`config.mk`:
```
export PLATFORM = sky130hd
export DESIGN_NAME = ipt_pot_slave
export DESIGN_NICKNAME = d
export VERILOG_FILES = /design/src/ipt_pkg.sv /design/src/ipt_pot_slave.sv
export SDC_FILE = /design/constraint.sdc
export NUM_CORES = 1
export LEC_CHECK = 0
export BUFFER_PORTS_ARGS = -buffer_cell sky130_fd_sc_hd__buf_2
export CAP_MARGIN = 40
export CORE_ASPECT_RATIO = 0.6
export CORE_UTILIZATION = 65
export CTS_BUF_LIST = sky130_fd_sc_hd__clkbuf_8
export CTS_CLUSTER_SIZE = 30
export DETAILED_ROUTE_END_ITERATION = 8
export GPL_ROUTABILITY_DRIVEN = 0
export GPL_TIMING_DRIVEN = 0
export PLACE_DENSITY = 0.89
export SLEW_MARGIN = 30
export SYNTH_ARGS = -nofsm -noshare
export SYNTH_HDL_FRONTEND = slang
export SYNTH_SLANG_ARGS = --single-unit
```
`constraint.sdc`:
```
create_clock -name clk_in -period 3.8 [get_ports clk_in]
set_input_delay 0.76 -clock clk_in [delete_from_list [all_inputs] [get_ports clk_in]]
set_output_delay 0.76 -clock clk_in [all_outputs]
set_load 0.05 [all_outputs]
```
`src/ipt_pkg.sv`:
```
// constants and types for the two-wire potentiometer command slave
package ipt_pkg;

  // ----------------------------------------------------------------
  // address byte
  // ----------------------------------------------------------------
  localparam logic [4:0] ADDR_FIXED   = 5'h0b;   // 0 1 0 1 1
  localparam int         ADDR_RW_POS  = 0;

  // ----------------------------------------------------------------
  // instruction byte fields
  // ----------------------------------------------------------------
  localparam int INSTR_SEL_POS = 7;
  localparam int INSTR_RS_POS  = 6;
  localparam int INSTR_SD_POS  = 5;
  localparam int INSTR_O1_POS  = 4;
  localparam int INSTR_O2_POS  = 3;

  // ----------------------------------------------------------------
  // reset values and counts
  // ----------------------------------------------------------------
  localparam logic [7:0] WIPER_MIDSCALE = 8'h80;
  localparam logic [2:0] BIT_LAST       = 3'h7;
  localparam int         SYNC_STAGES    = 2;

  // ----------------------------------------------------------------
  // types
  // ----------------------------------------------------------------
  typedef struct packed {
    logic sel;
    logic rs;
    logic sd;
    logic o1;
    logic o2;
  } ipt_instr_t;

  typedef struct packed {
    logic start;
    logic stop;
    logic rise;
    logic fall;
  } ipt_bus_evt_t;

  typedef enum logic [3:0] {
    ST_IDLE   = 4'h0,
    ST_ADDR   = 4'h1,
    ST_A_ACK  = 4'h3,
    ST_INSTR  = 4'h2,
    ST_I_ACK  = 4'h6,
    ST_DATA   = 4'h7,
    ST_D_ACK  = 4'h5,
    ST_RD     = 4'h4,
    ST_RD_ACK = 4'hc,
    ST_IGNORE = 4'h8
  } ipt_state_t;

  localparam ipt_instr_t INSTR_RESET = '{sel: 1'b0, rs: 1'b0, sd: 1'b0, o1: 1'b0, o2: 1'b0};

endpackage

```
`src/ipt_pot_slave.sv`:
```
// two-wire serial slave front end of a dual 256-step potentiometer
`timescale 1ns/100ps

// Functional notes
// - start, address, instruction, data, stop; ack each
// - respond only when strap bits match address
// - last address bit: high read, low write
// - first instruction bit picks wiper register
// - midscale-reset bit forces selected wiper midscale
// - shutdown bit acts like inverted shutdown pin
// - logic-output bits latched onto output pins
// - read returns last selected wiper, MSB first
module ipt_pot_slave (
  // clock, reset, enable
  input  wire logic       clk_in,
  input  wire logic       nrst_in,
  input  wire logic       en_in,
  // serial bus, open drain data
  input  wire logic       scl_in,
  input  wire logic       sda_in,
  output logic            sda_out,
  output logic            sda_oe_out,
  // strap and control pins
  input  wire logic       addr_strap_hi_in,
  input  wire logic       addr_strap_lo_in,
  input  wire logic       shutdown_pin_n_in,
  // device outputs
  output logic [7:0]      wiper_reg_1_out,
  output logic [7:0]      wiper_reg_2_out,
  output logic            logic_out_1_out,
  output logic            logic_out_2_out,
  output logic            shutdown_out
);

  // ----------------------------------------------------------------
  // input synchronisers
  // ----------------------------------------------------------------
  logic [ipt_pkg::SYNC_STAGES-1:0] scl_s_q, scl_s_d;
  logic [ipt_pkg::SYNC_STAGES-1:0] sda_s_q, sda_s_d;
  logic [ipt_pkg::SYNC_STAGES-1:0] shd_s_q, shd_s_d;
  logic [ipt_pkg::SYNC_STAGES-1:0] ahi_s_q, ahi_s_d;
  logic [ipt_pkg::SYNC_STAGES-1:0] alo_s_q, alo_s_d;
  logic                            scl_p_q, scl_p_d;
  logic                            sda_p_q, sda_p_d;

  always_comb begin
    scl_s_d = {scl_s_q[0], scl_in};
    sda_s_d = {sda_s_q[0], sda_in};
    shd_s_d = {shd_s_q[0], shutdown_pin_n_in};
    ahi_s_d = {ahi_s_q[0], addr_strap_hi_in};
    alo_s_d = {alo_s_q[0], addr_strap_lo_in};
    scl_p_d = scl_s_q[1];
    sda_p_d = sda_s_q[1];
  end

  // idle bus is high on both lines, so reset there to avoid a false start
  always_ff @(posedge clk_in or negedge nrst_in) begin
    if (!nrst_in) begin
      scl_s_q <= '1;
      sda_s_q <= '1;
      shd_s_q <= '1;
      ahi_s_q <= '0;
      alo_s_q <= '0;
      scl_p_q <= 1'b1;
      sda_p_q <= 1'b1;
    end else if (en_in) begin
      scl_s_q <= scl_s_d;
      sda_s_q <= sda_s_d;
      shd_s_q <= shd_s_d;
      ahi_s_q <= ahi_s_d;
      alo_s_q <= alo_s_d;
      scl_p_q <= scl_p_d;
      sda_p_q <= sda_p_d;
    end
  end

  ipt_pkg::ipt_bus_evt_t evt;
  logic                  scl_w;
  logic                  sda_w;

  assign scl_w     = scl_s_q[1];
  assign sda_w     = sda_s_q[1];
  assign evt.start = scl_w & scl_p_q & sda_p_q & ~sda_w;
  assign evt.stop  = scl_w & scl_p_q & ~sda_p_q & sda_w;
  assign evt.rise  = scl_w & ~scl_p_q;
  assign evt.fall  = ~scl_w & scl_p_q;

  // ----------------------------------------------------------------
  // protocol engine and device state
  // ----------------------------------------------------------------
  ipt_pkg::ipt_state_t state_q, state_d;
  logic [2:0]          cnt_q, cnt_d;
  logic [7:0]          sh_q, sh_d;
  logic                ph_q, ph_d;
  logic                rw_q, rw_d;
  logic                oe_q, oe_d;
  logic                sda_o_q;
  ipt_pkg::ipt_instr_t ins_q, ins_d;
  logic [7:0]          wiper_q [2];
  logic [7:0]          wiper_d [2];
  logic                shut_q, shut_d;
  logic [7:0]          byte_in;
  logic [7:0]          rd_byte;

  assign byte_in = {sh_q[6:0], sda_w};
  assign rd_byte = wiper_q[ins_q.sel];

  always_comb begin
    state_d = state_q;
    cnt_d   = cnt_q;
    sh_d    = sh_q;
    ph_d    = ph_q;
    rw_d    = rw_q;
    oe_d    = oe_q;
    ins_d   = ins_q;
    wiper_d = wiper_q;
    shut_d  = ins_q.sd | ~shd_s_q[1];
    if (evt.start) begin
      state_d = ipt_pkg::ST_ADDR;
      cnt_d   = '0;
      ph_d    = 1'b0;
      oe_d    = 1'b0;
    end else if (evt.stop) begin
      state_d = ipt_pkg::ST_IDLE;
      oe_d    = 1'b0;
    end else begin
      unique case (state_q)
        ipt_pkg::ST_IDLE, ipt_pkg::ST_IGNORE: begin
          oe_d = 1'b0;
        end
        ipt_pkg::ST_ADDR, ipt_pkg::ST_INSTR, ipt_pkg::ST_DATA: begin
          if (evt.rise) begin
            sh_d  = byte_in;
            cnt_d = cnt_q + 3'h1;
            if (cnt_q == ipt_pkg::BIT_LAST) begin
              ph_d = 1'b0;
              if (state_q == ipt_pkg::ST_ADDR) begin
                if (byte_in[7:1] == {ipt_pkg::ADDR_FIXED, ahi_s_q[1], alo_s_q[1]}) begin
                  rw_d    = byte_in[ipt_pkg::ADDR_RW_POS];
                  state_d = ipt_pkg::ST_A_ACK;
                end else begin
                  state_d = ipt_pkg::ST_IGNORE;
                end
              end else if (state_q == ipt_pkg::ST_INSTR) begin
                ins_d.sel = byte_in[ipt_pkg::INSTR_SEL_POS];
                ins_d.rs  = byte_in[ipt_pkg::INSTR_RS_POS];
                ins_d.sd  = byte_in[ipt_pkg::INSTR_SD_POS];
                ins_d.o1  = byte_in[ipt_pkg::INSTR_O1_POS];
                ins_d.o2  = byte_in[ipt_pkg::INSTR_O2_POS];
                if (byte_in[ipt_pkg::INSTR_RS_POS]) begin
                  wiper_d[byte_in[ipt_pkg::INSTR_SEL_POS]] = ipt_pkg::WIPER_MIDSCALE;
                end
                state_d = ipt_pkg::ST_I_ACK;
              end else begin
                // midscale reset owns this transfer; data byte acked, not stored
                if (!ins_q.rs) begin
                  wiper_d[ins_q.sel] = byte_in;
                end
                state_d = ipt_pkg::ST_D_ACK;
              end
            end
          end
        end
        ipt_pkg::ST_A_ACK, ipt_pkg::ST_I_ACK, ipt_pkg::ST_D_ACK: begin
          if (evt.fall) begin
            if (!ph_q) begin
              oe_d = 1'b1;
              ph_d = 1'b1;
            end else begin
              ph_d  = 1'b0;
              cnt_d = '0;
              oe_d  = 1'b0;
              if (state_q == ipt_pkg::ST_A_ACK && rw_q) begin
                sh_d    = rd_byte;
                oe_d    = ~rd_byte[7];
                state_d = ipt_pkg::ST_RD;
              end else if (state_q == ipt_pkg::ST_A_ACK) begin
                state_d = ipt_pkg::ST_INSTR;
              end else begin
                state_d = ipt_pkg::ST_DATA;
              end
            end
          end
        end
        ipt_pkg::ST_RD: begin
          if (evt.fall) begin
            if (cnt_q == ipt_pkg::BIT_LAST) begin
              oe_d    = 1'b0;
              ph_d    = 1'b0;
              state_d = ipt_pkg::ST_RD_ACK;
            end else begin
              cnt_d = cnt_q + 3'h1;
              sh_d  = {sh_q[6:0], 1'b0};
              oe_d  = ~sh_q[6];
            end
          end
        end
        ipt_pkg::ST_RD_ACK: begin
          if (evt.rise) begin
            ph_d = ~sda_w;
          end else if (evt.fall) begin
            cnt_d = '0;
            if (ph_q) begin
              sh_d    = rd_byte;
              oe_d    = ~rd_byte[7];
              state_d = ipt_pkg::ST_RD;
            end else begin
              state_d = ipt_pkg::ST_IGNORE;
            end
          end
        end
        default: begin
          state_d = ipt_pkg::ST_IDLE;
          oe_d    = 1'b0;
        end
      endcase
    end
  end

  always_ff @(posedge clk_in or negedge nrst_in) begin
    if (!nrst_in) begin
      state_q    <= ipt_pkg::ST_IDLE;
      cnt_q      <= '0;
      sh_q       <= '0;
      ph_q       <= 1'b0;
      rw_q       <= 1'b0;
      oe_q       <= 1'b0;
      sda_o_q    <= 1'b0;
      ins_q      <= ipt_pkg::INSTR_RESET;
      wiper_q[0] <= ipt_pkg::WIPER_MIDSCALE;
      wiper_q[1] <= ipt_pkg::WIPER_MIDSCALE;
      shut_q     <= 1'b0;
    end else if (en_in) begin
      state_q    <= state_d;
      cnt_q      <= cnt_d;
      sh_q       <= sh_d;
      ph_q       <= ph_d;
      rw_q       <= rw_d;
      oe_q       <= oe_d;
      sda_o_q    <= 1'b0;
      ins_q      <= ins_d;
      wiper_q[0] <= wiper_d[0];
      wiper_q[1] <= wiper_d[1];
      shut_q     <= shut_d;
    end
  end

  // ----------------------------------------------------------------
  // outputs, all from flip-flops
  // ----------------------------------------------------------------
  assign sda_out         = sda_o_q;
  assign sda_oe_out      = oe_q;
  assign wiper_reg_1_out = wiper_q[0];
  assign wiper_reg_2_out = wiper_q[1];
  assign logic_out_1_out = ins_q.o1;
  assign logic_out_2_out = ins_q.o2;
  assign shutdown_out    = shut_q;

endmodule

```
After elaboration in Yosys (flattened, before gate mapping):

Index checks and enable logic that the tools add are counted.

* logic and storage cells: 176
* register bits after elaboration: 51
* input port bits: 8

* reduce and logical (&&, ||, !) cells: 17
* add/sub/neg operators: 1
* bitwise operators: 23
* $lt $le $gt $ge: 4
* eq/ne operators: 42
* mux-type cells: 68

Operator list (number)
* two-way mux 7 bit: 9
* two-way mux 4 bit: 13
* two-way mux 16 bit: 3
* two-way mux 8 bit: 5
* != test 4 bit, second input constant: 9
* two-way mux 3 bit: 11
* != test 3 bit, second input constant: 10
* case mux 7 bit (4 select lines): 1
* != test 2 bit, second input constant: 10
* case mux 4 bit (5 select lines): 1
* AND reduction 10 bit: 2
* two-way mux 1 bit: 18
* bitwise mux 16 bit: 1
* demux 8 bit (select 1 bit): 2
* == test 4 x 3 -> 1 bit, second input constant: 4
* AND reduction 8 bit: 2
* bitwise AND 14 bit: 1
* NOT 14 bit: 1
* AND reduction 7 bit: 2
* AND reduction 13 bit: 1
* case mux 3 bit (4 select lines): 1
* NOT 1 bit: 10
* AND reduction 9 bit: 1
* == test 4 x 2 -> 1 bit, second input constant: 2
* 20 further kinds: 35

Depth between registers and ports, before layout:

* word-level depth: 11
* mapped depth: 8
* depth with buffers taken out: 7

Worst setup path after synthesis:

No wires, ideal clock.

* kind: input -> register
* start: input port en_in
* end: register sh_q[0]
* slack: 1480 ps
* arrival time: 2195 ps
* data required time: 3675 ps
* cell stages on the path: 4
* cells stage by stage: clkbuf_1 -> or4b_4 -> a211oi_4 -> mux2_2

* longest elaborated chain between the ends: 1

Ends and longest elaborated chain
* from (decl): RTL line ipt_pot_slave.sv:17 `input wire logic en_in,`
* AND reduction 13 bit (no line)
* to (signal assigned): RTL line ipt_pot_slave.sv:224 `sh_q <= '0;`
* to (signal assigned): RTL line ipt_pot_slave.sv:236 `sh_q <= sh_d;`
* to (decl): RTL line ipt_pot_slave.sv:93 `logic [7:0] sh_q, sh_d;`

Every way passes these cells.
A chain may end at the register's enable or synchronous reset.

Worst setup path after layout:

* start: register state_q[1]
* end: register wiper_q (netlist bit wiper_reg_2_out[1])

* longest elaborated chain between the ends: 3

Ends and longest elaborated chain
* from (decl): RTL line ipt_pot_slave.sv:91 `ipt_pkg::ipt_state_t state_q, state_d;`
* from (signal assigned): RTL line ipt_pot_slave.sv:222 `state_q <= ipt_pkg::ST_IDLE;`
* from (signal assigned): RTL line ipt_pot_slave.sv:234 `state_q <= state_d;`
* == test 4 x 2 -> 1 bit, or another cell as far along: RTL line ipt_pot_slave.sv:127, ipt_pot_slave.sv:144
* != test 2 x 1 -> 1 bit (no line), or another cell as far along
* AND reduction 9 bit (no line)
* to (decl): RTL line ipt_pot_slave.sv:99 `logic [7:0] wiper_q [2];`

Several ways; a longest one is shown, not always the timed one.

==> flow_metrics.py <==
metrics = {
    "sta": {
        "layout_setup_ws_ns": 1.229,
        "setup_violations": 0,
        "min_period_ns": 2.571,
        "fmax_mhz": 389.0,
        "timing.slew.headroom_pct": 53.61,
        "hold_violations": 0,
        "fin_skew_ns": 0.007749,
        "tns_ns": 0,
        "slew_viol_final": 0,
        "post-route-period-util_pct": 67.65,
        "rsz0062_at_grt": "no",
        "tightest_slew_ns": 0.6959,
    },
    "clock_network": {
        "cts_num_sinks": 51,
        "cts.clk_slew.worst_paths_ns": 0.11,
        "cts_buffers": 5,
        "clk_path_buf_depth": 2,
        "cts_root_buf": "clkbuf_8",
        "clk_latency_ns": 0.32,
        "cts_hold_buf": 0,
        "htreeDepth": 2,
        "postCtsSetupBuffers": 0,
        "cts_tree": "done",
        "ctsResizeCount": 0,
    },
    "route": {
        "vias": 2710,
        "viasPerCell": 6.708,
        "firstDrtPassIters": 5,
        "wl_mm": 7.502,
        "wl_per_cell_um": 18.57,
        "ant_nets": 0,
        "drc_errors": 0,
        "drt_iter0_drc": 308,
    },
    "worst_setup_path": {
        "cp-start-kind": "register",
        "critical_path.cell_chain": "buf_4 -> buf_2 -> nor2b_1 -> nand3_1 -> a211oi_4 -> o21ai_1 -> o2bb2ai_1",
        "critical_path.endpoint_type": "register",
        "critical_path.startpoint": "state_q[1]$_DFFE_PN0P_",
        "r2r_cells": 7,
        "max_stage_delay_ns": 0.51,
        "critPathSlowestCell": "a211oi_4",
        "timing.rr.start": "state_q[1]$_DFFE_PN0P_",
        "worst-r2r-setup-slack_ns": 1.23,
        "cp-endpoint": "wiper_reg_2_out[1]$_DFFE_PN0P_",
        "path_class": "reg2reg",
        "critPathMaxFanout": 10,
        "rr_endpoint": "wiper_reg_2_out[1]$_DFFE_PN0P_",
        "crit_required_ns": 3.99,
        "crit_arrival_ns": 2.76,
    },
    "logic_synthesis": {
        "synth_edf_count": 0,
        "synthesis.area_sq_mm": 0.003102,
        "synthesis.nets": 316,
        "yosys_warnings": 0,
        "ys_types": 60,
        "synthFlopType": "dfrtp_1",
        "syn_area_per_cell_sq_um": 10.14,
        "async_flop_share_pct": 100.0,
        "synth-seq-cells": 51,
        "synth_seq_area_share_pct": 41.55,
        "synthCells": 306,
    },
    "floorplanning": {
        "core_area_sq_mm": 0.004588,
        "initial_utilization_pct": 67.60,
        "die_area_sq_mm": 0.005061,
        "placementRows": 19,
        "die_w_um": 91.18,
        "fp.dieH_um": 55.51,
        "ios": 29,
    },
    "layout": {
        "fillCellCount": 322,
        "flow.area_growth_from_synthesis_pct": 10.08,
        "ff_latch_area_sq_mm": 0.001289,
        "multi_input_area_sq_mm": 0.001652,
        "drive_gt1_share_pct": 27.86,
        "n_antenna_cell": 0,
        "layout_common_cells": "dfrtp_1 (41), buf_2 (34), nand2_1 (24), mux2_2 (24)",
        "nets": 350,
        "final_cells": 404,
        "final_common_cell": "dfrtp_1",
    },
    "outcome": {
        "status": "finished clean",
    },
    "global_routing": {
        "grt_pass1_wl_mm": 12.52,
        "antenna_found_initial": 0,
        "grt_max_degree": 52,
        "grt-ovfl-total": 0,
        "grt_usage_pct": 31.64,
        "grt_pass1_vias": 2494,
    },
    "place": {
        "pre_cts_ws_ns": 0.9832,
        "dp_cells": 395,
        "numPortBuffers": 26,
        "dp_hpwl_mm": 5.421,
    },
    "hold_path": {
        "hp-class": "in2async",
    },
    "power_and_ir_drop": {
        "p_per_area_mw_per_mm2": 507.9,
        "p_leak_nw": 1.522,
        "peakVddDrop_mv": 0.2854,
        "finalPower_mw": 1.734,
    },
    "flow_run": {
        "cap_violations": 0,
    },
}
[synthesized netlist by cell type (all sizes together), types with 5 or more instances]
cell	instances	area share, %
nor2b	12	2.4
inv	9	1.1
o21ai	16	2.6
a21oi	8	1.3
nand2	25	3.1
dfstp	10	8.5
dfrtp	41	33
mux2i	13	4.2
nor2	10	1.2
and2	9	1.8
buf	16	2.9
o2bb2ai	14	4.0
a31oi	15	3.0
clkbuf	10	1.2
nor3	5	0.81
mux2	25	9.1
[stage by stage]
step                      hold WS [ns]  utilization (%)  cell area [sq um]
after detailed placement        0.4742            72.21               3313
after global placement          0.4790            72.16               3311
after CTS                       0.4884            74.31               3410
after floorplan                 0.4644                -               3102
final                           0.4503            74.42               3415
after global routing            0.5006            74.42               3415
[where the power goes]
group          switching (mW)  internal (mW)  leakage [nW]
Clock                   0.208          0.136        0.0463
Combinational           0.395          0.286         0.832
Sequential             0.0852          0.624         0.644
[layout make-up]
cell class                 instances  share of cell area (%)
clock inverter                     3                  0.8062
clock buffer                       5                   2.015
sequential                        51                   37.74
timing repair buffer              27                   4.031
buffer                            26                   3.738
inverter                           9                  0.9894
tap                               63                   2.309
multi-input combinational        220                   48.37
[worst min-delay path by stage]
stage / startpoint / end / slack [ns] / cells after the start
after floorplan: nrst_in / ahi_s_q[0]$_DFFE_PN0P_ / 0.46 / 0
after detailed placement: wiper_reg_2_out[7]$_DFFE_PN1P_ / wiper_reg_2_out[7]$_DFFE_PN1P_ / 0.47 / 2
after global routing: nrst_in / sda_oe_out$_DFFE_PN0P_ / 0.50 / 1
after CTS: nrst_in / wiper_reg_2_out[2]$_DFFE_PN0P_ / 0.49 / 1
final: nrst_in / cnt_q[1]$_DFFE_PN0P_ / 0.45 / 1
after global placement: wiper_reg_2_out[7]$_DFFE_PN1P_ / wiper_reg_2_out[7]$_DFFE_PN1P_ / 0.48 / 2
[kinds of logic after synthesis]
group	Yosys count	synth area share, %
muxes	38	13.27
xor gates and xnor gates	6	1.694
and+or+nand+nor	91	17.67
other	1	0.1209
AOI/OAI and AO/OA	82	19.69
DFF	51	41.55
buffers and inverters	35	5.204
adders and majority gates	2	0.8066
[flip-flops by register name (all words and copies together) (netlist names), 3 cells and up]
| signal | flops |
|---|---|
| cnt_q | 3 |
| wiper_reg_2_out | 8 |
| ins_q | 3 |
| wiper_reg_1_out | 8 |
| state_q | 4 |
| sh_q | 7 |
[worst max-delay path: cells and delay by family (launching register included)]
kind                   cells  cell delay, ns
flip-flops                 1            0.47
buffers and inverters      2            0.45
AO/OA/AOI/OAI              3            1.11
AND/OR/NAND/NOR            2            0.40
[layer usage]
layer / vias up / track usage [%] / routed length, um / share of wire (%)
li1: 1207 / - / - / -
met1: 1309 / 47.95 / 3375 / 45
met2: 167 / 44.59 / 3163 / 42
met3: 27 / 9.091 / 820 / 11
met4: 0 / 7.937 / 143 / 1.9
met5: - / 0 / 0 / 0
Note: power is estimated with default switching activity, not from simulation.
